**config.mk**
```make
export PLATFORM = sky130hd
export DESIGN_NAME = dsoc_output_ctrl
export DESIGN_NICKNAME = d
export VERILOG_FILES = /design/src/hdl/dsoc_pkg.sv /design/src/hdl/dsoc_output_ctrl.sv
export SDC_FILE = /design/constraint.sdc
export NUM_CORES = 1
export LEC_CHECK = 0
export BUFFER_PORTS_ARGS = -buffer_cell sky130_fd_sc_hd__buf_2
export CAP_MARGIN = 10
export CELL_PAD_IN_SITES_DETAIL_PLACEMENT = 0
export CELL_PAD_IN_SITES_GLOBAL_PLACEMENT = 2
export CORE_ASPECT_RATIO = 1.5
export CORE_MARGIN = 10
export CORE_UTILIZATION = 38
export DETAILED_ROUTE_END_ITERATION = 8
export PLACE_DENSITY = 0.87
export SETUP_SLACK_MARGIN = 0.1
export SLEW_MARGIN = 40
export SYNTH_ARGS = -nofsm -noshare
export SYNTH_HDL_FRONTEND = slang
export SYNTH_SLANG_ARGS = --single-unit
```
**constraint.sdc**
```tcl
create_clock -name ref_clk_i -period 3.6 [get_ports ref_clk_i]
set_clock_uncertainty 0.1 [all_clocks]
set_input_delay 0.18 -clock ref_clk_i [delete_from_list [all_inputs] [get_ports ref_clk_i]]
set_output_delay 0.18 -clock ref_clk_i [all_outputs]
set_load 0.02 [all_outputs]
```
**src/hdl/dsoc_pkg.sv**
```systemverilog
// Purpose: Shared constants and carrier types for the deserializer output control
// Assumes: One recovered word-rate clock drives all logic
// Notes: Output enables are active low (low means the pin is driven)
package dsoc_pkg;
    localparam int DSOC_DATA_W = 32;                          // Parallel word width
    localparam logic [31:0] DSOC_DATA_RST = 32'h0000_0000;    // Data value after reset
    localparam logic DSOC_OE_OFF = 1'b1;                      // Enable level for a floating pin
    localparam logic DSOC_OE_ON = 1'b0;                       // Enable level for a driven pin

    // Recovered word with its launch-edge choice
    typedef struct packed {
        logic [31:0] data;
        logic edge_rise;
    } dsoc_word_t;

    // Output pin group: values and active-low enables
    typedef struct packed {
        logic [31:0] data;
        logic data_oe_n;
        logic clk;
        logic clk_oe_n;
        logic lock;
        logic lock_oe_n;
    } dsoc_pins_t;

    // Output gating states
    typedef enum logic [1:0] {
        DSOC_STANDBY,
        DSOC_UNLOCKED,
        DSOC_DISABLED,
        DSOC_ACTIVE
    } dsoc_state_t;
endpackage

```
**src/hdl/dsoc_output_ctrl.sv**
```systemverilog
// Purpose: Gates recovered parallel data, recovered clock and lock onto output pins
// Assumes: ref_clk_i is the word-rate clock recovered from the serial lanes
// Notes: Standby also acts as a synchronous hold-off of the recovery loop
`timescale 1ns/10ps

// Function
// (RULE1) Unlocked: lock low, data and clock float
// (RULE2) Drive lock high once recovery has locked
// (RULE3) Output word-rate clock from recovered clock
// (RULE4) Edge select high: launch data on rising
// (RULE5) Edge select low: launch data on falling
// (RULE6) Output enable low floats data, clock
// (RULE7) Standby floats everything, stops recovery loop
// (RULE8) Drive data, clock only when fully ready
module dsoc_output_ctrl
    import dsoc_pkg::*;
#(
    parameter int DATA_W = DSOC_DATA_W
) (
    input wire logic ref_clk_i,                     // Recovered word-rate clock
    input wire logic rst_n_i,                       // Asynchronous active-low reset
    input wire logic [DATA_W-1:0] recovered_word_i, // Word from the decode path
    input wire logic cdr_locked_i,                  // Recovery loop reports lock
    input wire logic output_enable_i,               // Active-high output enable
    input wire logic standby_request_n_i,           // Active-low power-down
    input wire logic output_edge_select_i,          // High rising, low falling
    output logic recovery_run_o,                    // Keeps recovery loop running
    output logic [DATA_W-1:0] recovered_parallel_data_o,
    output logic recovered_parallel_data_oe_n_o,
    output logic recovered_clock_out_o,
    output logic recovered_clock_out_oe_n_o,
    output logic lock_o,
    output logic lock_oe_n_o
);

    dsoc_state_t state_reg, state_next;               // Gating state
    logic [DATA_W-1:0] rise_data_reg, rise_data_next; // Word launched at rising edge
    logic [DATA_W-1:0] fall_data_reg, fall_data_next; // Word relaunched at falling edge
    logic run_reg, run_next;                          // Recovery loop run flag
    logic lock_reg, lock_next;                        // Registered lock pin value
    logic data_oe_n_reg, data_oe_n_next;              // Data pin enable
    logic clk_oe_n_reg, clk_oe_n_next;                // Clock pin enable
    logic lock_oe_n_reg, lock_oe_n_next;              // Lock pin enable
    logic edge_rise_reg, edge_rise_next;              // Captured edge choice
    logic clk_gate_reg, clk_gate_next;                // Clock pin gate, low edge safe

    // State selection from power, lock and enable
    always_comb begin
        state_next = state_reg;
        if (!standby_request_n_i) begin
            // Power-down outranks lock and enable
            state_next = DSOC_STANDBY;                // [RULE7]
        end else if (!cdr_locked_i) begin
            // No lock: nothing but the lock pin is driven
            state_next = DSOC_UNLOCKED;               // [RULE1]
        end else if (!output_enable_i) begin
            // Locked but held off by the enable input
            state_next = DSOC_DISABLED;               // [RULE6]
        end else begin
            // Powered, locked and enabled
            state_next = DSOC_ACTIVE;                 // [RULE8]
        end
    end

    // Pin enables and lock value for the next state
    always_comb begin
        // Defaults: loop runs unless in standby, lock driven low, data and clock floating
        run_next = standby_request_n_i;               // [RULE7]
        lock_next = 1'b0;
        lock_oe_n_next = DSOC_OE_ON;
        data_oe_n_next = DSOC_OE_OFF;
        clk_oe_n_next = DSOC_OE_OFF;
        unique case (state_next)
            DSOC_STANDBY: begin
                // Lock pin released as well
                lock_oe_n_next = DSOC_OE_OFF;         // [RULE7]
            end
            DSOC_UNLOCKED: begin
                // Lock reported low on a driven pin
                lock_next = 1'b0;                     // [RULE1]
            end
            DSOC_DISABLED: begin
                // Lock still reported; data and clock stay floating
                lock_next = 1'b1;                     // [RULE2] [RULE6]
            end
            DSOC_ACTIVE: begin
                // Only state that drives data and clock
                lock_next = 1'b1;                     // [RULE2]
                data_oe_n_next = DSOC_OE_ON;          // [RULE8]
                clk_oe_n_next = DSOC_OE_ON;
            end
        endcase
        // Data and edge choice are taken every cycle, even while floating
        rise_data_next = recovered_word_i;
        edge_rise_next = output_edge_select_i;
    end

    // Rising-edge registers
    always_ff @(posedge ref_clk_i or negedge rst_n_i) begin
        if (!rst_n_i) begin
            // Reset: every pin floats and the loop is held off
            state_reg <= DSOC_STANDBY;
            run_reg <= 1'b0;
            lock_reg <= 1'b0;
            lock_oe_n_reg <= DSOC_OE_OFF;
            data_oe_n_reg <= DSOC_OE_OFF;
            clk_oe_n_reg <= DSOC_OE_OFF;
            rise_data_reg <= DSOC_DATA_RST[DATA_W-1:0];
            edge_rise_reg <= 1'b1;
        end else begin
            // Take the next values
            state_reg <= state_next;
            run_reg <= run_next;
            lock_reg <= lock_next;
            lock_oe_n_reg <= lock_oe_n_next;
            data_oe_n_reg <= data_oe_n_next;
            clk_oe_n_reg <= clk_oe_n_next;
            rise_data_reg <= rise_data_next;          // [RULE4]
            edge_rise_reg <= edge_rise_next;
        end
    end

    // Falling-edge next values: data copy and clock gate
    // The gate changes only while the clock is low, so the clock pin never shows a runt pulse
    always_comb begin
        fall_data_next = rise_data_reg;               // [RULE5]
        clk_gate_next = (clk_oe_n_reg == DSOC_OE_ON); // [RULE3]
    end

    // Falling-edge copy moves data changes to the falling edge
    always_ff @(negedge ref_clk_i or negedge rst_n_i) begin
        if (!rst_n_i) begin
            // Reset: gate closed, copy cleared
            fall_data_reg <= DSOC_DATA_RST[DATA_W-1:0];
            clk_gate_reg <= 1'b0;
        end else begin
            fall_data_reg <= fall_data_next;          // [RULE5]
            clk_gate_reg <= clk_gate_next;
        end
    end

    // Pin drive; the clock pin follows the recovered clock while gated on
    always_comb begin
        recovery_run_o = run_reg;
        lock_o = lock_reg;                            // [RULE2]
        lock_oe_n_o = lock_oe_n_reg;
        recovered_parallel_data_oe_n_o = data_oe_n_reg;
        recovered_clock_out_oe_n_o = clk_oe_n_reg;
        // Clock pin is the recovered clock masked by the gate; low while gated off
        recovered_clock_out_o = ref_clk_i & clk_gate_reg; // [RULE3]
        // Registered select picks which copy of the word the pins show
        if (edge_rise_reg) begin
            recovered_parallel_data_o = rise_data_reg;    // [RULE4]
        end else begin
            recovered_parallel_data_o = fall_data_reg;    // [RULE5]
        end
    end

    // Checks
    // Unlocked: lock reported low, data and clock released
    a_unlock_floats: assert property (@(posedge ref_clk_i) disable iff (!rst_n_i) // [RULE1]
        (standby_request_n_i && !cdr_locked_i) |=> (!lock_o && data_oe_n_reg && clk_oe_n_reg))
        else $error("unlocked output not floated");

    // Lock pin stays driven whenever the block is powered
    a_lock_driven: assert property (@(posedge ref_clk_i) disable iff (!rst_n_i) // [RULE1]
        standby_request_n_i |=> !lock_oe_n_o)
        else $error("lock pin not driven");

    // Lock reported high on a driven pin once locked
    a_lock_high: assert property (@(posedge ref_clk_i) disable iff (!rst_n_i) // [RULE2]
        (standby_request_n_i && cdr_locked_i) |=> lock_o && !lock_oe_n_o)
        else $error("lock not reported");

    // Clock gate closes once the clock pin is released
    a_clock_gated: assert property (@(posedge ref_clk_i) disable iff (!rst_n_i) // [RULE3]
        clk_oe_n_reg |-> ##1 (!clk_gate_reg || !clk_oe_n_reg))
        else $error("clock gate stale");

    // Open gate: clock pin is high in the high phase
    a_clock_follows: assert property (@(negedge ref_clk_i) disable iff (!rst_n_i) // [RULE3]
        clk_gate_reg |-> recovered_clock_out_o)
        else $error("clock pin not toggling");

    // Released clock pin stays low
    a_clock_quiet: assert property (@(negedge ref_clk_i) disable iff (!rst_n_i) // [RULE6]
        clk_oe_n_reg ##1 clk_oe_n_reg |-> !recovered_clock_out_o)
        else $error("released clock pin toggling");

    // Rising mode: pins show the word taken at the last rising edge
    a_rise_launch: assert property (@(posedge ref_clk_i) disable iff (!rst_n_i) // [RULE4]
        (edge_rise_reg && $past(rst_n_i)) |-> recovered_parallel_data_o == $past(recovered_word_i))
        else $error("rising launch wrong");

    // Falling mode: pins change only at the falling edge
    a_fall_launch: assert property (@(negedge ref_clk_i) disable iff (!rst_n_i) // [RULE5]
        !edge_rise_reg ##1 !edge_rise_reg |-> recovered_parallel_data_o == $past(rise_data_reg))
        else $error("falling launch wrong");

    // Disabled: data and clock released, loop kept running
    a_disable_floats: assert property (@(posedge ref_clk_i) disable iff (!rst_n_i) // [RULE6]
        (standby_request_n_i && !output_enable_i) |=> data_oe_n_reg && clk_oe_n_reg && run_reg)
        else $error("disabled output driven");

    // Standby: every pin released and the loop stopped
    a_standby_all: assert property (@(posedge ref_clk_i) disable iff (!rst_n_i) // [RULE7]
        !standby_request_n_i |=> lock_oe_n_o && data_oe_n_reg && clk_oe_n_reg && !recovery_run_o)
        else $error("standby not honoured");

    // Data pins driven only after power, lock and enable were all seen
    a_drive_ready: assert property (@(posedge ref_clk_i) disable iff (!rst_n_i) // [RULE8]
        !data_oe_n_reg |-> $past(standby_request_n_i && cdr_locked_i && output_enable_i))
        else $error("driven when not ready");

    // Main scenarios
    // Fully driven output
    c_active: cover property (@(posedge ref_clk_i) disable iff (!rst_n_i) state_reg == DSOC_ACTIVE);
    // Enable dropped while running
    c_disabled: cover property (@(posedge ref_clk_i) disable iff (!rst_n_i)
        state_reg == DSOC_ACTIVE ##1 state_reg == DSOC_DISABLED);
    // Lock lost while running
    c_lock_loss: cover property (@(posedge ref_clk_i) disable iff (!rst_n_i)
        state_reg == DSOC_ACTIVE ##1 state_reg == DSOC_UNLOCKED);
    // Falling-edge launch while driving
    c_fall_mode: cover property (@(posedge ref_clk_i) disable iff (!rst_n_i)
        !edge_rise_reg && state_reg == DSOC_ACTIVE);

endmodule

```
==> results.cfg <==
[setup_path]
critPathTopFamily = flip-flops
end_kind = primary output
crit_start = fall_data_reg[19]$_DFF_NN0_
setup.worst_path.class = flop to primary output
critical-path-max-stage-delay_ns = 0.34
regToRegStartpoint = recovered_clock_out_oe_n_o$_DFF_PN1_
crit_arrival_ns = 3.00
path_buf_inv = 1
startpoint_type = flop
critical_path.slowest_cell = sky130_fd_sc_hd__dfrtn_1
crit_chain = mux2_4 -> buf_2
worstPathRequired_ns = 3.32
timing.critical_path.fanout_max = 1

[layout]
final.fill_count = 462
final_net_count = 272
antenna-diode-count = 0
area.growth.synth_to_final_pct = 45.3
final_core_util_pct = 57.7
final_layout_size_suffix_gt1_share_pct = 54.2
final_cell_count_no_fill = 310

[drt]
finalWirelength_um = 4660
iteration_0_drc_count_of_the_detailed_router = 31
routedWlPerCell_um = 15.0
first_pass_iters = 2
ant_nets = 0
detailroute.via_count = 1336
drc_errors = 0
route.detailed.vias_per_inst = 4.31

[die]
core_um2 = 5870
floorplan.rows = 34
die_width_um = 84.0
die_outline_area_um2 = 9740
floorplan.initialDensity_pct = 39.7
die_height_um = 116
top_ports = 76

[placed_design]
hpwl_um = 3090
placedCellCount = 255
gp_congestion = 0.681
port-buffer-count = 75

[min_path]
hold_class = primary input to asynchronous set/reset pin

[timing]
max_slew_margin_pct = 64.6
worst_pin_slew_ns = 0.531
setup_violations = 0
grt_setup_unrepaired = no
report.final.hold_viol_count = 0
timing.hold.ws_ns = 0.189
final-max-slew-violation-count = 0
setup-tns-final_ns = 0

[global_route]
first_pass_grt_wire_length_um = 7490
first_global_vias = 1514
globalRouteTotalUtil_pct = 10.0
overflow = 0
antenna_violations_before_repair = 0
grt_max_degree = 71

[yosys]
postSynthRegisterBits = 70
yosys.cell_types.count = 11
synth.yosys.seq_area_share_pct = 75.3
syn_nets = 150
postSynthAreaPerCell_um2 = 20.8
synth_cells = 112
post_synth_design_cell_area_um2 = 2330
synth-warning-count = 0

[power]
total_leakage_power_nw = 1.68
design_power_total_mw = 1.86
max-vdd-ir-drop_mv = 0.326
p_per_cell_area_nw_per_um2 = 549

[clock_network]
path_clk_slew_ns = 0.07
worst_skew_pair.late_latency_ns = 0.43
cts_tree = built
cts_post_setup_buffers_inserted = 0

[status]
outcome = finished, final reports clean

[flow_run]
max_cap_violations = 0
[layer usage]
layer	up-vias	global-route usage (%)	wire (um)
met2	45	16.5	2540
met3	10	6.53	341
met5	-	0	0
li1	614	-	-
met1	667	9.36	1710
met4	0	5.38	64
[where the power goes]
group	internal [mW]	switching, mW	leakage, nW
registers	0.831	0.0253	0.816
logic	0.104	0.0849	0.724
clock network	0.528	0.289	0.145
total	1.46	0.399	1.68
[placed cells by master (no fill, tap or decap)]
cell,synthesis,final
sky130_fd_sc_hd__dlygate4sd3_1,0,37
sky130_fd_sc_hd__clkbuf_8,0,12
sky130_fd_sc_hd__dfstp_2,3,2
sky130_fd_sc_hd__buf_2,0,75
sky130_fd_sc_hd__inv_1,2,2
sky130_fd_sc_hd__and2_1,2,2
sky130_fd_sc_hd__clkinv_4,0,1
sky130_fd_sc_hd__dfstp_4,0,1
sky130_fd_sc_hd__mux2_2,2,2
sky130_fd_sc_hd__bufinv_16,0,3
sky130_fd_sc_hd__clkinv_2,0,1
sky130_fd_sc_hd__mux2_4,30,30
sky130_fd_sc_hd__buf_12,3,1
sky130_fd_sc_hd__nand3_1,1,1
sky130_fd_sc_hd__dfrtn_1,33,33
sky130_fd_sc_hd__dfrtp_1,34,34
sky130_fd_sc_hd__clkinvlp_4,0,1
[metrics by stage]
stage                     setup WS [ns]  cell area, um^2
after floorplan                   0.911             2330
after global placement            0.782             2740
after detailed placement          0.778             2740
after global routing              0.266             3390
final                             0.323             3390
after CTS                         0.299             3390
[area by class of cell]
type	count	area (um^2)	share of cell area (%)
clock inverter	6	111	3.29
inverter	2	7.51	0.221
tap	72	90.1	2.66
sequential	70	1760	51.9
timing repair buffer	112	761	22.4
clock buffer	13	170	5.02
multi-input combinational	35	490	14.5
[cell usage after synthesis (all sizes together)]
library cell	count	area share (%)
dfstp	3	3.4
dfrtp	34	36
dfrtn	33	35
mux2	32	20
and2	2	0.54
buf	5	3.4
nand3	1	0.21
inv	2	0.32
[repair_timing]
| action | CTS | global route |
|---|---|---|
| endpoints found under the hold margin | 74 | 0 |
| hold buffers | 37 | 0 |
| gates resized for setup | 0 | 0 |
[path summary, 6_finish.rpt]
check / endpoint / slack (ns) / depth (start not counted)
min: recovery_run_o$_DFF_PN0_ / 0.19 / 3
min in group ref_clk_i: fall_data_next[18]$_DFF_PN0_ / 0.28 / 2
max: recovered_parallel_data_o[19] / 0.32 / 2
max reg2reg: clk_gate_reg$_DFF_NN0_ / 0.98 / 1
min reg2reg: fall_data_reg[28]$_DFF_NN0_ / 1.96 / 0
max in group asynchronous: fall_data_reg[9]$_DFF_NN0_ / 1.21 / 3
[cells by family after synthesis]
family / synth area share [%]
AND/OR/NAND/NOR: 0.751
flip-flops: 75.3
multiplexers: 20.3
buffers and inverters: 3.70
Note: power is estimated with default switching activity, not from simulation.
